File: config.mk
export PLATFORM = sky130hd
export DESIGN_NAME = mpl_motion_limits
export DESIGN_NICKNAME = d
export VERILOG_FILES = /design/src/mpl_pkg.sv /design/src/mpl_motion_limits.sv
export VERILOG_INCLUDE_DIRS = /design/src
export SDC_FILE = /design/constraint.sdc
export NUM_CORES = 1
export LEC_CHECK = 0
export BUFFER_PORTS_ARGS = -buffer_cell sky130_fd_sc_hd__buf_4
export CAP_MARGIN = 20
export CORE_ASPECT_RATIO = 1.1
export CORE_MARGIN = 10
export CORE_UTILIZATION = 30
export DETAILED_ROUTE_END_ITERATION = 7
export GPL_TIMING_DRIVEN = 1
export PLACE_DENSITY = 0.46
export SETUP_SLACK_MARGIN = 0.4
export SYNTH_ARGS = -nofsm -noshare
export SYNTH_HDL_FRONTEND = slang
export SYNTH_SLANG_ARGS = --single-unit
File: constraint.sdc
create_clock -name clk_i -period 33.4 [get_ports clk_i]
set_input_delay 6.68 -clock clk_i [delete_from_list [all_inputs] [get_ports clk_i]]
set_output_delay 6.68 -clock clk_i [all_outputs]
set_load 0.03 [all_outputs]
File: src/mpl_params.svh
`ifndef MPL_PARAMS_SVH
`define MPL_PARAMS_SVH

// Register indices on the plain register port
`define MPL_ADDR_PROFILE   4'h0
`define MPL_ADDR_FEED      4'h1
`define MPL_ADDR_RAMP1     4'h2
`define MPL_ADDR_RAMP2     4'h3
`define MPL_ADDR_SWITCH    4'h4
`define MPL_ADDR_SCURVE    4'h5
`define MPL_ADDR_EXPTC     4'h6
`define MPL_ADDR_BIAS      4'h7
`define MPL_ADDR_SPDCAP    4'h8
`define MPL_ADDR_TQINT     4'h9
`define MPL_ADDR_TQFWD     4'ha
`define MPL_ADDR_TQREV     4'hb
`define MPL_ADDR_MOTORMAX  4'hc
`define MPL_ADDR_STATUS    4'hd

// Profile configuration bit positions
`define MPL_BIT_ENABLE     0
`define MPL_BIT_TWOSTEP    1
`define MPL_BIT_SCURVE     2
`define MPL_BIT_AUTO       8
`define MPL_BIT_MANUAL     10
`define MPL_BIT_PULSE      12
`define MPL_BIT_HOME       14

// Reset values
`define MPL_RST_PROFILE    16'h0000
`define MPL_RST_FEED       32'h0000_01f4
`define MPL_RST_RAMP       16'h0064
`define MPL_RST_SWITCH     32'h0000_01f4
`define MPL_RST_SCURVE     16'h0000
`define MPL_RST_EXPTC      16'h0064
`define MPL_RST_BIAS       32'h0000_0000
`define MPL_RST_SPDCAP     32'h0000_2710
`define MPL_RST_TQ         16'h0320
`define MPL_RST_MOTORMAX   16'h0320

`endif

File: src/mpl_pkg.sv
package mpl_pkg;

  typedef enum logic [1:0] {
    MPL_MODE_AUTO   = 2'b00,
    MPL_MODE_MANUAL = 2'b01,
    MPL_MODE_PULSE  = 2'b10,
    MPL_MODE_HOME   = 2'b11
  } mpl_mode_t;

  typedef enum logic [2:0] {
    MPL_PROF_LIN1  = 3'b000,
    MPL_PROF_LIN2  = 3'b001,
    MPL_PROF_SCURV = 3'b010,
    MPL_PROF_EXP   = 3'b011
  } mpl_prof_t;

  typedef struct packed {
    logic [3:0]  addr;
    logic [31:0] wdata;
    logic        wr;
    logic        rd;
  } mpl_bus_req_t;

  typedef struct packed {
    logic [15:0] profile;
    logic [31:0] feed;
    logic [15:0] ramp1;
    logic [15:0] ramp2;
    logic [31:0] switch_spd;
    logic [15:0] scurve;
    logic [15:0] exptc;
    logic [31:0] bias;
    logic [31:0] spdcap;
    logic [15:0] tqint;
    logic [15:0] tqfwd;
    logic [15:0] tqrev;
    logic [15:0] motormax;
  } mpl_cfg_t;

  typedef struct packed {
    mpl_prof_t   prof;
    logic [31:0] target_spd;
    logic [15:0] torque_cmd;
    logic        limiting;
    logic [31:0] rdata;
  } mpl_out_t;

  typedef struct packed {
    mpl_cfg_t cfg;
    mpl_out_t out;
  } mpl_state_t;

endpackage : mpl_pkg

File: src/mpl_motion_limits.sv
`timescale 1ns/100ps
`include "mpl_params.svh"

// Functional notes
// - Enable bit clear forces one-step linear everywhere
// - Enable bit set honours profile bits
// - One exponential select bit per mode
// - Mode bit set selects exponential ramp
// - Mode bit clear uses bits 1, 2
// - Bit 1 picks one or two step
// - Bit 2 picks S-shaped ramp
// - Linear rate is feed over ramp one
// - First ramp time, default 100 ms
// - Two-step second rate fixed by settings
// - Rates switch at switching speed
// - Second ramp time, default 100 ms
// - S-curve keeps rate, rounds corners
// - Exponential uses time constant, bias speed
// - Speed capped at speed limit
// - One internal torque cap both directions
// - Internal torque cap always enforced
// - Cap clipped to motor maximum torque
// - Forward input active applies forward cap to forward torque
// - Reverse input active applies reverse cap to reverse torque
// - Status output shows torque limiting
// - Status low while torque request exceeds limit
module mpl_motion_limits (
  input  wire logic               clk_i,
  input  wire logic               rst_i,
  input  wire logic               ce_i,
  input  wire logic [3:0]         reg_addr_i,
  input  wire logic [31:0]        reg_wdata_i,
  input  wire logic               reg_wr_i,
  input  wire logic               reg_rd_i,
  output logic      [31:0]        reg_rdata_o,
  input  wire mpl_pkg::mpl_mode_t op_mode_i,
  input  wire logic [31:0]        speed_req_i,
  input  wire logic [15:0]        torque_req_i,
  input  wire logic               torque_rev_i,
  input  wire logic               fwd_torque_limit_in_n_i,
  input  wire logic               rev_torque_limit_in_n_i,
  output mpl_pkg::mpl_prof_t      ramp_profile_o,
  output logic      [31:0]        target_speed_o,
  output logic      [15:0]        torque_cmd_o,
  output logic                    torque_limiting_out_n_o
);
  import mpl_pkg::*;

  // ****************************************************************
  // State
  // ****************************************************************
  mpl_state_t  st_reg;
  mpl_state_t  st_next;
  mpl_prof_t   prof_sel;
  logic        mode_exp;
  logic [15:0] int_cap;
  logic [15:0] dir_cap;
  logic [15:0] eff_cap;
  logic [31:0] spd_capped;
  logic [31:0] rd_mux;

  // ****************************************************************
  // Profile selection
  // ****************************************************************
  always_comb begin
    // Per-mode select bit
    // mode bit pick
    case (op_mode_i)
      MPL_MODE_AUTO:   mode_exp = st_reg.cfg.profile[`MPL_BIT_AUTO];
      MPL_MODE_MANUAL: mode_exp = st_reg.cfg.profile[`MPL_BIT_MANUAL];
      MPL_MODE_PULSE:  mode_exp = st_reg.cfg.profile[`MPL_BIT_PULSE];
      MPL_MODE_HOME:   mode_exp = st_reg.cfg.profile[`MPL_BIT_HOME];
      default:         mode_exp = 1'b0;
    endcase
    if (!st_reg.cfg.profile[`MPL_BIT_ENABLE]) begin
      prof_sel = MPL_PROF_LIN1;
    end else if (mode_exp) begin
      prof_sel = MPL_PROF_EXP;
    end else if (st_reg.cfg.profile[`MPL_BIT_SCURVE]) begin
      prof_sel = MPL_PROF_SCURV;
    end else if (st_reg.cfg.profile[`MPL_BIT_TWOSTEP]) begin
      prof_sel = MPL_PROF_LIN2;
    end else begin
      prof_sel = MPL_PROF_LIN1;
    end
  end

  // ****************************************************************
  // Speed and torque limits
  // ****************************************************************
  always_comb begin
    spd_capped = (speed_req_i > st_reg.cfg.spdcap) ? st_reg.cfg.spdcap : speed_req_i;
    int_cap = (st_reg.cfg.tqint > st_reg.cfg.motormax) ? st_reg.cfg.motormax
                                                       : st_reg.cfg.tqint;
    dir_cap = int_cap;
    if (!torque_rev_i && !fwd_torque_limit_in_n_i) begin
      dir_cap = st_reg.cfg.tqfwd;
    end
    if (torque_rev_i && !rev_torque_limit_in_n_i) begin
      dir_cap = st_reg.cfg.tqrev;
    end
    eff_cap = (dir_cap < int_cap) ? dir_cap : int_cap;
  end

  // ****************************************************************
  // Register read mux
  // ****************************************************************
  always_comb begin
    case (reg_addr_i)
      `MPL_ADDR_PROFILE:  rd_mux = {16'h0000, st_reg.cfg.profile};
      `MPL_ADDR_FEED:     rd_mux = st_reg.cfg.feed;
      `MPL_ADDR_RAMP1:    rd_mux = {16'h0000, st_reg.cfg.ramp1};
      `MPL_ADDR_RAMP2:    rd_mux = {16'h0000, st_reg.cfg.ramp2};
      `MPL_ADDR_SWITCH:   rd_mux = st_reg.cfg.switch_spd;
      `MPL_ADDR_SCURVE:   rd_mux = {16'h0000, st_reg.cfg.scurve};
      `MPL_ADDR_EXPTC:    rd_mux = {16'h0000, st_reg.cfg.exptc};
      `MPL_ADDR_BIAS:     rd_mux = st_reg.cfg.bias;
      `MPL_ADDR_SPDCAP:   rd_mux = st_reg.cfg.spdcap;
      `MPL_ADDR_TQINT:    rd_mux = {16'h0000, st_reg.cfg.tqint};
      `MPL_ADDR_TQFWD:    rd_mux = {16'h0000, st_reg.cfg.tqfwd};
      `MPL_ADDR_TQREV:    rd_mux = {16'h0000, st_reg.cfg.tqrev};
      `MPL_ADDR_MOTORMAX: rd_mux = {16'h0000, st_reg.cfg.motormax};
      `MPL_ADDR_STATUS:   rd_mux = {27'h0000000, st_reg.out.limiting, 1'b0, st_reg.out.prof};
      default:            rd_mux = 32'h0000_0000;
    endcase
  end

  // ****************************************************************
  // Next state
  // ****************************************************************
  always_comb begin
    st_next = st_reg;
    // Ramp rate settings are stored for the ramp generator; feed change
    // does not rescale them, as both rates derive from stored times
    // settings
    if (reg_wr_i) begin
      case (reg_addr_i)
        `MPL_ADDR_PROFILE:  st_next.cfg.profile    = reg_wdata_i[15:0];
        `MPL_ADDR_FEED:     st_next.cfg.feed       = reg_wdata_i;
        `MPL_ADDR_RAMP1:    st_next.cfg.ramp1      = reg_wdata_i[15:0];
        `MPL_ADDR_RAMP2:    st_next.cfg.ramp2      = reg_wdata_i[15:0];
        `MPL_ADDR_SWITCH:   st_next.cfg.switch_spd = reg_wdata_i;
        `MPL_ADDR_SCURVE:   st_next.cfg.scurve     = reg_wdata_i[15:0];
        `MPL_ADDR_EXPTC:    st_next.cfg.exptc      = reg_wdata_i[15:0];
        `MPL_ADDR_BIAS:     st_next.cfg.bias       = reg_wdata_i;
        `MPL_ADDR_SPDCAP:   st_next.cfg.spdcap     = reg_wdata_i;
        `MPL_ADDR_TQINT:    st_next.cfg.tqint      = reg_wdata_i[15:0];
        `MPL_ADDR_TQFWD:    st_next.cfg.tqfwd      = reg_wdata_i[15:0];
        `MPL_ADDR_TQREV:    st_next.cfg.tqrev      = reg_wdata_i[15:0];
        `MPL_ADDR_MOTORMAX: st_next.cfg.motormax   = reg_wdata_i[15:0];
        default: begin
        end
      endcase
    end
    st_next.out.rdata      = reg_rd_i ? rd_mux : 32'h0000_0000;
    st_next.out.prof       = prof_sel;
    st_next.out.target_spd = spd_capped;
    st_next.out.torque_cmd = (torque_req_i > eff_cap) ? eff_cap : torque_req_i;
    st_next.out.limiting   = (torque_req_i > eff_cap);
  end

  always_ff @(posedge clk_i or posedge rst_i) begin
    if (rst_i) begin
      st_reg.cfg.profile    <= `MPL_RST_PROFILE;
      st_reg.cfg.feed       <= `MPL_RST_FEED;
      st_reg.cfg.ramp1      <= `MPL_RST_RAMP;
      st_reg.cfg.ramp2      <= `MPL_RST_RAMP;
      st_reg.cfg.switch_spd <= `MPL_RST_SWITCH;
      st_reg.cfg.scurve     <= `MPL_RST_SCURVE;
      st_reg.cfg.exptc      <= `MPL_RST_EXPTC;
      st_reg.cfg.bias       <= `MPL_RST_BIAS;
      st_reg.cfg.spdcap     <= `MPL_RST_SPDCAP;
      st_reg.cfg.tqint      <= `MPL_RST_TQ;
      st_reg.cfg.tqfwd      <= `MPL_RST_TQ;
      st_reg.cfg.tqrev      <= `MPL_RST_TQ;
      st_reg.cfg.motormax   <= `MPL_RST_MOTORMAX;
      st_reg.out            <= '0;
    end else if (ce_i) begin
      st_reg <= st_next;
    end
  end

  assign reg_rdata_o             = st_reg.out.rdata;
  assign ramp_profile_o          = st_reg.out.prof;
  assign target_speed_o          = st_reg.out.target_spd;
  assign torque_cmd_o            = st_reg.out.torque_cmd;
  assign torque_limiting_out_n_o = ~st_reg.out.limiting;

  // ****************************************************************
  // Assertions
  // ****************************************************************
  AST_DISABLED_LIN1: assert property (@(posedge clk_i) disable iff (rst_i)
    (ce_i && !st_reg.cfg.profile[0]) |=> ramp_profile_o == MPL_PROF_LIN1)
    else $error("profile not linear while disabled");
  AST_EXP_SEL: assert property (@(posedge clk_i) disable iff (rst_i)
    (ce_i && st_reg.cfg.profile[0] && mode_exp) |=> ramp_profile_o == MPL_PROF_EXP)
    else $error("exponential not selected");
  AST_SCURVE_SEL: assert property (@(posedge clk_i) disable iff (rst_i)
    (ce_i && st_reg.cfg.profile[0] && !mode_exp && st_reg.cfg.profile[2])
    |=> ramp_profile_o == MPL_PROF_SCURV)
    else $error("S-shaped not selected");
  AST_TWOSTEP_SEL: assert property (@(posedge clk_i) disable iff (rst_i)
    (ce_i && st_reg.cfg.profile[2:0] == 3'h3 && !mode_exp) |=> ramp_profile_o == MPL_PROF_LIN2)
    else $error("two-step not selected");
  AST_SPEED_CAP: assert property (@(posedge clk_i) disable iff (rst_i)
    ce_i |=> target_speed_o <= $past(st_reg.cfg.spdcap))
    else $error("speed exceeds cap");
  AST_INT_CAP: assert property (@(posedge clk_i) disable iff (rst_i)
    ce_i |=> torque_cmd_o <= $past(st_reg.cfg.motormax) && torque_cmd_o <= $past(st_reg.cfg.tqint))
    else $error("torque exceeds internal cap");
  AST_FWD_CAP: assert property (@(posedge clk_i) disable iff (rst_i)
    (ce_i && !torque_rev_i && !fwd_torque_limit_in_n_i)
    |=> torque_cmd_o <= $past(st_reg.cfg.tqfwd))
    else $error("forward external cap ignored");
  AST_REV_CAP: assert property (@(posedge clk_i) disable iff (rst_i)
    (ce_i && torque_rev_i && !rev_torque_limit_in_n_i)
    |=> torque_cmd_o <= $past(st_reg.cfg.tqrev))
    else $error("reverse external cap ignored");
  AST_STATUS: assert property (@(posedge clk_i) disable iff (rst_i)
    ce_i |=> torque_limiting_out_n_o == !($past(torque_req_i) > torque_cmd_o))
    else $error("limiting status mismatch");

  // ****************************************************************
  // Profile, limit and setting checks
  // ****************************************************************
  // enabled bits honoured
  AST_ENABLE_HONOUR: assert property (@(posedge clk_i) disable iff (rst_i)
    (ce_i && st_reg.cfg.profile[0] && (mode_exp || st_reg.cfg.profile[2:1] != 2'b00))
    |=> ramp_profile_o != MPL_PROF_LIN1)
    else $error("enabled profile bits ignored");
  AST_MODE_BIT: assert property (@(posedge clk_i) disable iff (rst_i)
    mode_exp == st_reg.cfg.profile[`MPL_BIT_AUTO + 2 * int'(op_mode_i)])
    else $error("mode select bit mismatch");
  AST_ONESTEP_SEL: assert property (@(posedge clk_i) disable iff (rst_i)
    (ce_i && st_reg.cfg.profile[2:0] == 3'h1 && !mode_exp) |=> ramp_profile_o == MPL_PROF_LIN1)
    else $error("one-step not selected");
  AST_SPEED_PASS: assert property (@(posedge clk_i) disable iff (rst_i)
    (ce_i && speed_req_i <= st_reg.cfg.spdcap) |=> target_speed_o == $past(speed_req_i))
    else $error("speed altered below cap");
  AST_SPEED_CLIP: assert property (@(posedge clk_i) disable iff (rst_i)
    (ce_i && speed_req_i > st_reg.cfg.spdcap) |=> target_speed_o == $past(st_reg.cfg.spdcap))
    else $error("speed not clipped to cap");
  AST_INT_REV: assert property (@(posedge clk_i) disable iff (rst_i)
    (ce_i && torque_rev_i && rev_torque_limit_in_n_i && torque_req_i > int_cap)
    |=> torque_cmd_o == $past(int_cap))
    else $error("reverse internal cap not applied");
  AST_INT_FWD: assert property (@(posedge clk_i) disable iff (rst_i)
    (ce_i && !torque_rev_i && fwd_torque_limit_in_n_i && torque_req_i > int_cap)
    |=> torque_cmd_o == $past(int_cap))
    else $error("forward internal cap not applied");
  AST_FWD_EXACT: assert property (@(posedge clk_i) disable iff (rst_i)
    (ce_i && !torque_rev_i && !fwd_torque_limit_in_n_i && st_reg.cfg.tqfwd < int_cap
     && torque_req_i > st_reg.cfg.tqfwd) |=> torque_cmd_o == $past(st_reg.cfg.tqfwd))
    else $error("forward external cap not exact");
  AST_REV_EXACT: assert property (@(posedge clk_i) disable iff (rst_i)
    (ce_i && torque_rev_i && !rev_torque_limit_in_n_i && st_reg.cfg.tqrev < int_cap
     && torque_req_i > st_reg.cfg.tqrev) |=> torque_cmd_o == $past(st_reg.cfg.tqrev))
    else $error("reverse external cap not exact");
  AST_MIN_FWD: assert property (@(posedge clk_i) disable iff (rst_i)
    (ce_i && !torque_rev_i && !fwd_torque_limit_in_n_i && st_reg.cfg.tqfwd > int_cap
     && torque_req_i > int_cap) |=> torque_cmd_o == $past(int_cap))
    else $error("larger forward cap raised limit");
  AST_STATUS_PASS: assert property (@(posedge clk_i) disable iff (rst_i)
    ce_i |=> torque_limiting_out_n_o == (torque_cmd_o == $past(torque_req_i)))
    else $error("status disagrees with command");
  AST_STATUS_READ: assert property (@(posedge clk_i) disable iff (rst_i)
    (ce_i && reg_rd_i && reg_addr_i == `MPL_ADDR_STATUS)
    |=> reg_rdata_o[4] == !$past(torque_limiting_out_n_o)
        && reg_rdata_o[2:0] == $past(ramp_profile_o))
    else $error("status word mismatch");
  AST_FEED_WR: assert property (@(posedge clk_i) disable iff (rst_i)
    (ce_i && reg_wr_i && reg_addr_i == `MPL_ADDR_FEED)
    |=> st_reg.cfg.feed == $past(reg_wdata_i))
    else $error("feed speed not stored");
  AST_RAMP1_WR: assert property (@(posedge clk_i) disable iff (rst_i)
    (ce_i && reg_wr_i && reg_addr_i == `MPL_ADDR_RAMP1)
    |=> st_reg.cfg.ramp1 == $past(reg_wdata_i[15:0]))
    else $error("first ramp time not stored");
  AST_FEED_KEEPS: assert property (@(posedge clk_i) disable iff (rst_i)
    (ce_i && reg_wr_i && reg_addr_i == `MPL_ADDR_FEED)
    |=> $stable(st_reg.cfg.ramp1) && $stable(st_reg.cfg.ramp2)
        && $stable(st_reg.cfg.switch_spd))
    else $error("feed write disturbed ramp settings");
  AST_SWITCH_WR: assert property (@(posedge clk_i) disable iff (rst_i)
    (ce_i && reg_wr_i && reg_addr_i == `MPL_ADDR_SWITCH)
    |=> st_reg.cfg.switch_spd == $past(reg_wdata_i))
    else $error("switching speed not stored");
  AST_RAMP2_WR: assert property (@(posedge clk_i) disable iff (rst_i)
    (ce_i && reg_wr_i && reg_addr_i == `MPL_ADDR_RAMP2)
    |=> st_reg.cfg.ramp2 == $past(reg_wdata_i[15:0]))
    else $error("second ramp time not stored");
  AST_SCURVE_WR: assert property (@(posedge clk_i) disable iff (rst_i)
    (ce_i && reg_wr_i && reg_addr_i == `MPL_ADDR_SCURVE)
    |=> st_reg.cfg.scurve == $past(reg_wdata_i[15:0]))
    else $error("S-curve time not stored");
  AST_EXPTC_WR: assert property (@(posedge clk_i) disable iff (rst_i)
    (ce_i && reg_wr_i && reg_addr_i == `MPL_ADDR_EXPTC)
    |=> st_reg.cfg.exptc == $past(reg_wdata_i[15:0]))
    else $error("time constant not stored");
  AST_BIAS_WR: assert property (@(posedge clk_i) disable iff (rst_i)
    (ce_i && reg_wr_i && reg_addr_i == `MPL_ADDR_BIAS)
    |=> st_reg.cfg.bias == $past(reg_wdata_i))
    else $error("bias speed not stored");

  COV_EXP: cover property (@(posedge clk_i) disable iff (rst_i) ramp_profile_o == MPL_PROF_EXP);
  COV_SCURV: cover property (@(posedge clk_i) disable iff (rst_i)
    ramp_profile_o == MPL_PROF_SCURV);
  COV_LIMIT: cover property (@(posedge clk_i) disable iff (rst_i) !torque_limiting_out_n_o);
  COV_FWD: cover property (@(posedge clk_i) disable iff (rst_i)
    !fwd_torque_limit_in_n_i && !torque_limiting_out_n_o);
  COV_REV: cover property (@(posedge clk_i) disable iff (rst_i)
    torque_rev_i && !rev_torque_limit_in_n_i && !torque_limiting_out_n_o);

endmodule : mpl_motion_limits

==> impl_metrics.env, run 1 <==
export IMPL_worstPathRequired_ns=33.81
export IMPL_crit_top_cell="buf_4"
export IMPL_yosys_area_top_type="dfrtp_1"
export IMPL_netlist_area_leader_share=0.3990
export IMPL_min_path_type="register to register"
export IMPL_synth_edf_count=0
export IMPL_cts_buffer_depth=3
export IMPL_ios=178
export IMPL_final_layout_size_suffix_gt1_frac=0.3120
export IMPL_fmax_ghz=0.07888
export IMPL_startpoint_type="primary input"
export IMPL_overflow=0
export IMPL_cts_resized_gates=0
export IMPL_via_count=15149
export IMPL_grt_util_all_layers=0.1748
export IMPL_portBuffers=176
export IMPL_final_cell_count_no_fill=2805
export IMPL_cap_violations=0
export IMPL_synth_seq_area_share=0.4492
export IMPL_drc=0
export IMPL_drtIter0Drc=1134
export IMPL_rsz0062_at_grt="false"
export IMPL_rows=98
export IMPL_fin_crit_sh=0.3796
export IMPL_p_sw_w=0.0005789
export IMPL_reg2reg_slack_ns=24.85
export IMPL_finalSetupTns_ns=0
export IMPL_root_buffer="clkbuf_16"
export IMPL_power_frac_comb=0.326
export IMPL_first_pass_iters=6
export IMPL_grt_max_degree=113
export IMPL_antenna_found_initial=5
export IMPL_final_area_um2=22940
export IMPL_slew_headroom=0.2505
export IMPL_crit_buf_inv=3
export IMPL_ctsHoldBuffers=0
export IMPL_routed_via_density=5.401
export IMPL_cts_buffers=43
export IMPL_cp_max_fo=31
export IMPL_post_place_cells=2724
export IMPL_synth_avg_cell_area_um2=10.51
export IMPL_clockPowerShare=0.296
export IMPL_die_x_um=265.4
export IMPL_final_core_util=0.3510
export IMPL_pwr_share_seq=0.378
export IMPL_critPathMaxStageDelay_ns=0.71
export IMPL_synthFlopType="dfrtp_1"
export IMPL_antenna_cells=0
export IMPL_placed_cell_area_um2=21460
export IMPL_synth_cell_types=66
export IMPL_finalHoldViolCount=0
export IMPL_cts_tree="built"
export IMPL_r2r_end="st_reg[32]"
export IMPL_arrival_ns=13.09
export IMPL_synthArstFlopShare=1.000
export IMPL_worstRegToRegCells=24
export IMPL_leakagePower_nw=10.06
export IMPL_crit_path_top_delay_cell="mux2i_4"
export IMPL_setup_viol=0
export IMPL_power_internal_w=0.001015
export IMPL_ys_ff_latch=355
export IMPL_yosysWarningCount=0
export IMPL_htree_levels=2
export IMPL_period_needed_ns=12.68
export IMPL_clk_latency_ns=0.58
export IMPL_syn_area_um2=19880
export IMPL_die_h_um=290.0
export IMPL_cp_startpoint="rev_torque_limit_in_n_i"
export IMPL_critPathCaptureType="register"
export IMPL_p_per_area_nw_per_um2=69.49
export IMPL_whs_endpoint="st_reg[266]"
export IMPL_vdd_drop_max_mv=0.03772
export IMPL_dpl_hpwl_um=48110
export IMPL_largest_register_ffs=273
export IMPL_fin_nets=2094
export IMPL_r2r_start="st_reg[147]"
export IMPL_synth_nets=2064
export IMPL_grt_first_pass_wirelength_um=103600
export IMPL_grt_pass1_vias=15527
export IMPL_cp_cell_sequence="buf_4 > nand2b_1 > and2_1 > buf_4 > a21oi_1 > ha_1 > a21oi_1 > o21ai_0 > or3_1 > buf_4 > nor3_1 > mux2i_4 > o221ai_1 > or2_1 > ha_1 > nand4_1 > nor3_1 > nand4_1 > nand3_1 > a21bo_1 > o21ai_0"
export IMPL_crit_cells=21
export IMPL_cp_top_family="simple AND/OR/NAND/NOR gates"
export IMPL_status="complete, no violations"
export IMPL_start_util=0.3042
export IMPL_gp_congestion=0.7987
export IMPL_wl_um=68780
export IMPL_die_area_um2=76980
export IMPL_worstMarginPinSlew_ns=1.124
export IMPL_worstHoldStart="st_reg[266]"
export IMPL_swShare=0.3631
export IMPL_synth_cells=1891
export IMPL_slew_violations=0
export IMPL_holdPathStages=1
export IMPL_clk_pin_slew_ns=0.06
export IMPL_syn_to_final_growth_pct=15.40
export IMPL_postCtsSetupRepairBufs=0
export IMPL_core_um2=65360
export IMPL_ant_nets=0
export IMPL_cts_sinks=355
export IMPL_finClkSkew_ns=0.02874
export IMPL_routedWlPerCell_um=24.52
export IMPL_criticalPathCategory="primary input to register"
export IMPL_yosys_top_cells_area="dfrtp_1, mux2_2, dfstp_2"
==> kinds of logic after synthesis <==
logic type | count (synthesis) | share of synthesized area
buffers and inverters | 359 | 0.08622
DFF | 355 | 0.4492
other | 1 | 0.0001886
and+or+nand+nor | 349 | 0.08761
muxes | 286 | 0.1602
adders and majority gates | 79 | 0.04972
AOI/OAI and AO/OA | 462 | 0.1668
==> layer usage <==
layer | part of all wire | wire length [um] | vias to the layer above | global-route usage
met2 | 0.47 | 32390 | 372 | 0.2867
met1 | 0.45 | 30670 | 7749 | 0.2293
met3 | 0.061 | 4163 | 87 | 0.03821
met4 | 0.022 | 1507 | 8 | 0.04448
met5 | 0.00073 | 50 | - | 0
li1 | - | - | 6933 | -
==> power groups by stage <==
stage	clock, W	combinational (W)	sequential (W)
6_report	0.000472	0.000520	0.000602
2_1_floorplan	0	0.000401	0.000575
3_3_place_gp	0	0.000520	0.000607
5_1_grt	0.000502	0.000578	0.000614
3_5_place_dp	0	0.000526	0.000609
4_1_cts	0.000484	0.000528	0.000602
==> area by class of cell <==
cell class	instances	area [um2]
timing repair buffer	217	1673
fill	6559	42410
tap	850	1064
multi-input combinational	1177	9360
clock inverter	15	135.1
inverter	127	484.2
clock buffer	64	1295
sequential	355	8931
==> per-stage QoR <==
| stage | power [W] | hold WS, ns | setup WS, ns |
|---|---|---|---|
| 4_1_cts | 0.001613 | 0.4915 | 20.66 |
| 6_report | 0.001594 | 0.4909 | 20.72 |
| 3_5_place_dp | 0.001135 | 0.4786 | 20.03 |
| 3_3_place_gp | 0.001127 | 0.4689 | 20.25 |
| 5_1_grt | 0.001694 | 0.5045 | 20.21 |
| 2_1_floorplan | 0.0009761 | 0.4590 | 16.93 |
==> cell usage after synthesis, types with 34 or more instances <==
library cell,n
ha_1,79
o21ai_0,81
mux2i_1,47
nand2_1,112
a22oi_1,77
nand3_1,39
clkbuf_1,124
inv_1,127
a21oi_1,68
dfstp_2,38
nor3_1,45
dfrtp_1,317
buf_4,84
o22ai_1,34
mux2_2,233
==> worst register-to-register path, cell delays in order, from the launching register on <==
cell and delay, ns:
dfrtp_1 0.52, ha_1 0.42, nand4_2 0.19, nor4_2 0.40, a21bo_2 0.30, a31oi_4 0.15, buf_4 0.63, mux2i_1 0.50
a21oi_1 0.13, ha_1 0.31, a21oi_1 0.07, o21ai_0 0.59, or3_1 0.20, buf_4 0.31, nor3_1 0.13, mux2i_4 0.71
o221ai_1 0.32, or2_1 0.28, ha_1 0.30, nand4_1 0.15, nor3_1 0.24, nand4_1 0.18, nand3_1 0.57, a21bo_1 0.60
o21ai_0 0.18
==> cell usage in the layout, fill, tap and decap left out, types with 11 or more instances in the layout <==
| master | instances |
|---|---|
| ha_1 | 79 |
| o31ai_1 | 13 |
| a21oi_1 | 68 |
| a222oi_1 | 14 |
| mux2i_1 | 47 |
| or3_1 | 30 |
| or2_2 | 18 |
| dfstp_2 | 38 |
| a41oi_1 | 15 |
| and3_1 | 11 |
| a221oi_1 | 18 |
| mux2_2 | 233 |
| o21ai_0 | 81 |
| nor2_1 | 28 |
| nand2_1 | 112 |
| buf_4 | 213 |
| a22oi_1 | 77 |
| o2111ai_1 | 32 |
| clkbuf_8 | 14 |
| o22ai_1 | 34 |
| nor2b_1 | 18 |
| a22o_1 | 18 |
| dfrtp_1 | 317 |
| nor3_1 | 39 |
| nand4_1 | 11 |
| o221ai_1 | 33 |
| or2_1 | 13 |
| nand3_1 | 38 |
| inv_1 | 126 |
| o211ai_1 | 13 |
| clkbuf_16 | 43 |
==> how the worst max path moves through the flow <==
stage	end	slack, ns
6_report	st_reg[32]	20.72
3_5_place_dp	st_reg[32]	20.03
5_1_grt	st_reg[32]	20.21
2_1_floorplan	ramp_profile_o[0]	16.93
3_3_place_gp	st_reg[32]	20.25
4_1_cts	st_reg[32]	20.66
(Power assumes the default switching activity.)
==> run 2, diff against run 1 <==
- clock period: 33.4 -> 12.8 ns (I/O delays scaled with it)
==> run 2 against run 1 <==
Compared with the run above:
- sequential cell count unchanged
- worst setup slack got worse by 16 ns
- total power grew to 2.6 times the previous value
- via count up 0.30%
- sequential share of layout area barely moved
- utilization hardly changed
- sequential power rose to 2.6 times the previous value
- first-iteration DRC count down 8.0%
- die area did not move
- count of clock-buffer cells in the layout increased by 6
- design area barely moved
- highest routed layer unchanged
==> impl_metrics.env, run 2 (same netlist as run 1, synthesis figures left out) <==
export IMPL_placed_cell_area_um2=21460
export IMPL_critPathMaxStageDelay_ns=0.68
export IMPL_postCtsSetupRepairBufs=0
export IMPL_slew_headroom=0.2482
export IMPL_rsz0062_at_grt="false"
export IMPL_worstPathRequired_ns=13.22
export IMPL_clk_latency_ns=0.59
export IMPL_vdd_drop_max_mv=0.09040
export IMPL_layout_commonest_cell="dfrtp_1"
export IMPL_htree_levels=2
export IMPL_grt_first_pass_wirelength_um=103700
export IMPL_critPathCaptureType="register"
export IMPL_p_per_area_nw_per_um2=181.7
export IMPL_post_place_cells=2724
export IMPL_routedWlPerCell_um=24.52
export IMPL_die_h_um=290.0
export IMPL_worstHoldStart="st_reg[266]"
export IMPL_rows=98
export IMPL_gp_congestion=0.7989
export IMPL_drc=0
export IMPL_status="complete, no violations"
export IMPL_via_count=15195
export IMPL_criticalPathCategory="primary input to register"
export IMPL_finalHoldViolCount=0
export IMPL_core_um2=65360
export IMPL_antenna_found_initial=9
export IMPL_dpl_hpwl_um=48210
export IMPL_nFillCells=6616
export IMPL_routed_via_density=5.413
export IMPL_ctsHoldBuffers=0
export IMPL_fin_nets=2094
export IMPL_portBuffers=176
export IMPL_die_x_um=265.4
export IMPL_grt_pass1_vias=15759
export IMPL_root_buffer="clkbuf_16"
export IMPL_cap_violations=0
export IMPL_slew_violations=0
export IMPL_crit_path_top_delay_cell="mux2i_4"
export IMPL_cp_max_fo=31
export IMPL_syn_to_final_growth_pct=15.32
export IMPL_die_area_um2=76980
export IMPL_clk_pin_slew_ns=0.06
export IMPL_final_layout_size_suffix_gt1_frac=0.3069
export IMPL_final_area_um2=22930
export IMPL_wl_um=68830
export IMPL_fin_crit_sh=0.6639
export IMPL_leakagePower_nw=10.04
export IMPL_cp_startpoint="rev_torque_limit_in_n_i"
export IMPL_arrival_ns=8.92
export IMPL_grt_max_degree=113
export IMPL_drtIter0Drc=1043
export IMPL_cts_buffer_depth=3
export IMPL_cp_cell_sequence="buf_4 > nand2b_1 > and2_1 > buf_4 > a21oi_1 > ha_1 > nand2_1 > o21ai_0 > or3_1 > buf_4 > nor3_1 > mux2i_4 > o221ai_1 > or2_1 > ha_1 > nand4_1 > nor3_1 > nand4_1 > nand3_1 > a21bo_1 > o21ai_0"
export IMPL_worstMarginPinSlew_ns=1.128
export IMPL_period_needed_ns=8.498
export IMPL_finClkSkew_ns=0.02070
export IMPL_r2r_start="st_reg[147]"
export IMPL_ant_nets=0
export IMPL_first_pass_iters=6
export IMPL_crit_top_cell="buf_4"
export IMPL_startpoint_type="primary input"
export IMPL_min_path_type="register to register"
export IMPL_cts_buffers=43
export IMPL_start_util=0.3042
export IMPL_final_cell_count_no_fill=2807
export IMPL_grt_util_all_layers=0.1747
export IMPL_setup_viol=0
export IMPL_cts_sinks=355
export IMPL_finalSetupTns_ns=0
export IMPL_whs_ns=0.4940
export IMPL_largest_register_ffs=273
export IMPL_cts_tree="built"
export IMPL_final_cell_mix="dfrtp_1, mux2_2, buf_4"
export IMPL_overflow=0
export IMPL_fmax_ghz=0.1177
export IMPL_cts_resized_gates=0
export IMPL_ios=178
## run 2: changes by cell type in the layout (fill, tap and decap cells not counted), moves of 2 or more
cell,change
clkinv_2,-5
clkinv_4,-2
inv_16,+2
clkinv_8,-2
clkbuf_8,-4
clkbuf_1,+10
diode_2,+2
## run 2: per-layer routing
layer / track usage / wire [um] / up-vias
met1: 0.2265 / 30350 / 7708
met5: 0 / 82 / -
met2: 0.2847 / 32340 / 443
met3: 0.04066 / 4448 / 108
met4: 0.05092 / 1610 / 12
li1: - / - / 6924
## run 2: cell type report
type	instances	area, um2	area share
Multi-Input combinational cell	1177	9360	0.4083
Sequential cell	355	8931	0.3896
Timing Repair Buffer	217	1673	0.07297
Clock buffer	70	1277	0.05572
Tap cell	850	1064	0.04639
Inverter	127	484.2	0.02112
Clock inverter	9	131.4	0.005731
Antenna cell	2	5.005	0.0002183
## run 2: metrics by stage
| step | utilization | total power [W] | setup slack [ns] |
|---|---|---|---|
| after global routing | 0.3508 | 0.004428 | 3.569 |
| final | 0.3508 | 0.004166 | 4.302 |
| after global placement | 0.3282 | 0.002941 | 3.764 |
| after CTS | 0.3500 | 0.004213 | 4.211 |
| after floorplan | - | 0.002547 | 0.4543 |
| after detailed placement | 0.3284 | 0.002963 | 3.571 |
## run 2: worst paths after layout
kind | slack (ns) | to | cells past startpoint
worst max register to register | 4.34 | st_reg[32] | 24
max in group asynchronous | 8.21 | st_reg[195] | 4
worst min register to register | 0.49 | st_reg[266] | 1
worst max-delay path | 4.30 | st_reg[32] | 21
worst min-delay path | 0.49 | st_reg[266] | 1
min in group asynchronous | 2.08 | torque_cmd_o[13] | 2
## run 2: power by group
part	switching [W]	internal, W
Combinational	0.000809	0.000553
Sequential	0.000197	0.00138
Clock	0.000505	0.000727
## run 2: worst max-delay path, delay by kind of cell
kind	cells	cell delay, ns
AND/OR/NAND/NOR	10	2.57
AO/OA/AOI/OAI	5	1.77
multiplexers	1	0.68
buffers and inverters	3	0.68
adder cells (fa/ha/maj)	2	0.63
==> run 3, diff against run 2 <==
- ABC_AREA: not set -> 1
- PLACE_DENSITY: 0.46 -> 0.48
- clock period: 12.8 -> 7.1 ns (I/O delays scaled with it)
==> run 3 against run 2 <==
Compared with the run above:
- first-iteration DRC count up 19%
- clock power grew 72%
- count of clock-buffer cells in the layout is 11 lower
- synthesized area decreased by 7.8%
- utilization hardly changed
- sequential power increased by 74%
- wire length decreased by 6.7%
- critical path type is now register to register
- largest cell class is now flip-flops and latches
- largest power group unchanged
- highest routed layer unchanged
==> impl_metrics.env, run 3 <==
export IMPL_status="complete, no violations"
export IMPL_leakagePower_nw=10.14
export IMPL_yosys_area_top_type="dfrtp_1"
export IMPL_dpl_hpwl_um=45870
export IMPL_fin_nets=2417
export IMPL_crit_top_cell="nand2_1"
export IMPL_nFillCells=6434
export IMPL_r2r_end="torque_cmd_o[6]"
export IMPL_layout_commonest_cell="nand2_1"
export IMPL_crit_path_top_delay_cell="dfstp_2"
export IMPL_cap_violations=0
export IMPL_final_cell_count_no_fill=3102
export IMPL_slew_headroom=0.2807
export IMPL_final_cell_mix="nand2_1, o21ai_0, dfrtp_1"
export IMPL_crit_buf_inv=4
export IMPL_cp_max_fo=31
export IMPL_startpoint_type="register"
export IMPL_synth_nets=2370
export IMPL_synth_edf_count=0
export IMPL_rsz0062_at_grt="false"
export IMPL_arrival_ns=6.64
export IMPL_synthFlopType="dfrtp_1"
export IMPL_clk_latency_ns=0.58
export IMPL_root_buffer="clkbuf_16"
export IMPL_synth_avg_cell_area_um2=8.347
export IMPL_core_um2=60860
export IMPL_fin_crit_sh=0.8632
export IMPL_synth_common_cells="nand2_1, o21ai_0, dfrtp_1"
export IMPL_syn_to_final_growth_pct=16.50
export IMPL_ys_ff_latch=355
export IMPL_holdPathStages=2
export IMPL_finalHoldViolCount=0
export IMPL_criticalPathCategory="register to register"
export IMPL_cts_sinks=355
export IMPL_period_needed_ns=6.129
export IMPL_whs_ns=0.4840
export IMPL_overflow=0
export IMPL_worstHoldStart="st_reg[242]"
export IMPL_antenna_found_initial=5
export IMPL_worstMarginPinSlew_ns=1.078
export IMPL_r2r_start="st_reg[89]"
export IMPL_ctsHoldBuffers=0
export IMPL_routedWlPerCell_um=20.71
export IMPL_vdd_drop_max_mv=0.1419
export IMPL_setup_viol=0
export IMPL_grt_pass1_vias=15464
export IMPL_die_x_um=255.7
export IMPL_yosysMostFrequentCell="nand2_1"
export IMPL_drtIter0Drc=1241
export IMPL_yosys_top_cells_area="dfrtp_1, nand2_1, o21ai_0"
export IMPL_synthArstFlopShare=1.000
export IMPL_ios=178
export IMPL_worstPathRequired_ns=7.61
export IMPL_gp_congestion=0.8767
export IMPL_slew_violations=0
export IMPL_wl_um=64240
export IMPL_htree_levels=2
export IMPL_via_count=15275
export IMPL_synth_cell_types=40
export IMPL_critPathMaxStageDelay_ns=0.55
export IMPL_finalSetupTns_ns=0
export IMPL_cp_top_family="simple AND/OR/NAND/NOR gates"
export IMPL_grt_first_pass_wirelength_um=98400
export IMPL_synth_cells=2197
export IMPL_rows=95
export IMPL_die_area_um2=71430
export IMPL_start_util=0.3013
export IMPL_cts_buffer_depth=3
export IMPL_dp_slack_ns=0.5149
export IMPL_fmax_ghz=0.1632
export IMPL_cts_buffers=41
export IMPL_synth_seq_area_share=0.4870
export IMPL_final_core_util=0.3511
export IMPL_finalWorstSetupSlack_ns=0.9711
export IMPL_reg2reg_slack_ns=0.97
export IMPL_cts_tree="built"
export IMPL_drc=0
export IMPL_grt_max_degree=114
export IMPL_netlist_area_leader_share=0.4326
export IMPL_die_h_um=279.3
export IMPL_final_layout_size_suffix_gt1_frac=0.1626
export IMPL_ant_nets=0
export IMPL_syn_area_um2=18340
export IMPL_critPathCaptureType="register"
export IMPL_grt_util_all_layers=0.1766
export IMPL_p_per_area_nw_per_um2=344.2
export IMPL_min_path_type="register to register"
export IMPL_routed_via_density=4.924
export IMPL_largest_register_ffs=273
export IMPL_finClkSkew_ns=0.02091
export IMPL_portBuffers=176
export IMPL_clk_pin_slew_ns=0.06
export IMPL_first_pass_iters=6
export IMPL_yosysWarningCount=0
export IMPL_whs_endpoint="st_reg[242]"
export IMPL_worstRegToRegCells=35
export IMPL_post_place_cells=3019
[run 3: cell count changes after synthesis, sizes merged, moves of 33 or more]
cell | before | now
mux2 | 237 | 0
nor2 | 31 | 75
o21ai | 82 | 441
inv | 127 | 180
nand2 | 112 | 602
nor3 | 45 | 4
o221ai | 33 | 0
mux2i | 48 | 0
a22oi | 77 | 0
[run 3: worst max path at each step]
stage               slack [ns]  depth (start not counted)                     from                 to
floorplan                 0.95                          1                    rst_i  ramp_profile_o[0]
global placement          0.54                         25  rev_torque_limit_in_n_i    torque_cmd_o[0]
detailed placement        0.51                         26             torque_rev_i    torque_cmd_o[6]
CTS                       0.49                         37               st_reg[89]    torque_cmd_o[6]
global route              0.46                         36               st_reg[89]    torque_cmd_o[6]
finish                    0.97                         35               st_reg[89]    torque_cmd_o[6]
[run 3: cell type report]
cell class              instances  area (um2)  share of cell area
diodes                          3       7.507           0.0003514
clock buffers                  59        1175             0.05499
clock inverters                15       156.4            0.007320
inverters                     180       679.4             0.03180
multi-input cells            1454        7659              0.3585
flip-flops and latches        355        8931              0.4180
well taps                     824        1031             0.04825
repair buffers                212        1727             0.08082
[run 3: power breakdown]
group | switching, W | leakage [nW] | total [W] | internal, W
clock | 0.000893 | 0.654 | 0.00212 | 0.00123
combinational | 0.00164 | 4.98 | 0.00250 | 0.000865
sequential | 0.000276 | 4.51 | 0.00273 | 0.00245
[run 3: cell families after synthesis]
logic type	synth area share
AO/OA/AOI/OAI	0.1821
adder cells (fa/ha/maj)	0.05390
buffers and inverters	0.09811
flip-flops	0.4870
other	0.0002045
AND/OR/NAND/NOR	0.1787
[run 3: what timing repair did]
action,CTS,global route
buffers inserted,0,0
endpoints found under the setup margin,0,17
resized for setup,0,5
hold endpoints to repair,0,0
[run 3: metrics by stage]
stage / total power, W / instance area [um2]
2_1_floorplan: 0.004592 / 18340
3_3_place_gp: 0.005215 / 19820
3_5_place_dp: 0.005258 / 19870
4_1_cts: 0.007407 / 21200
5_1_grt: 0.007872 / 21360
6_report: 0.007353 / 21370
[run 3: layer usage]
layer / wire [um] / up-vias / track usage / share of wire
met5: 34 / - / 0 / 0.00053
met4: 1736 / 4 / 0.05298 / 0.027
met3: 3253 / 98 / 0.02898 / 0.051
met2: 31050 / 415 / 0.3013 / 0.48
met1: 28160 / 7423 / 0.2263 / 0.44
li1: - / 7335 / - / -
[run 3: tightest hold or removal path, cell delays in order (launching register included)]
cell and delay, ns:
dfrtp_1 0.34, nand2_1 0.05, o21ai_0 0.05
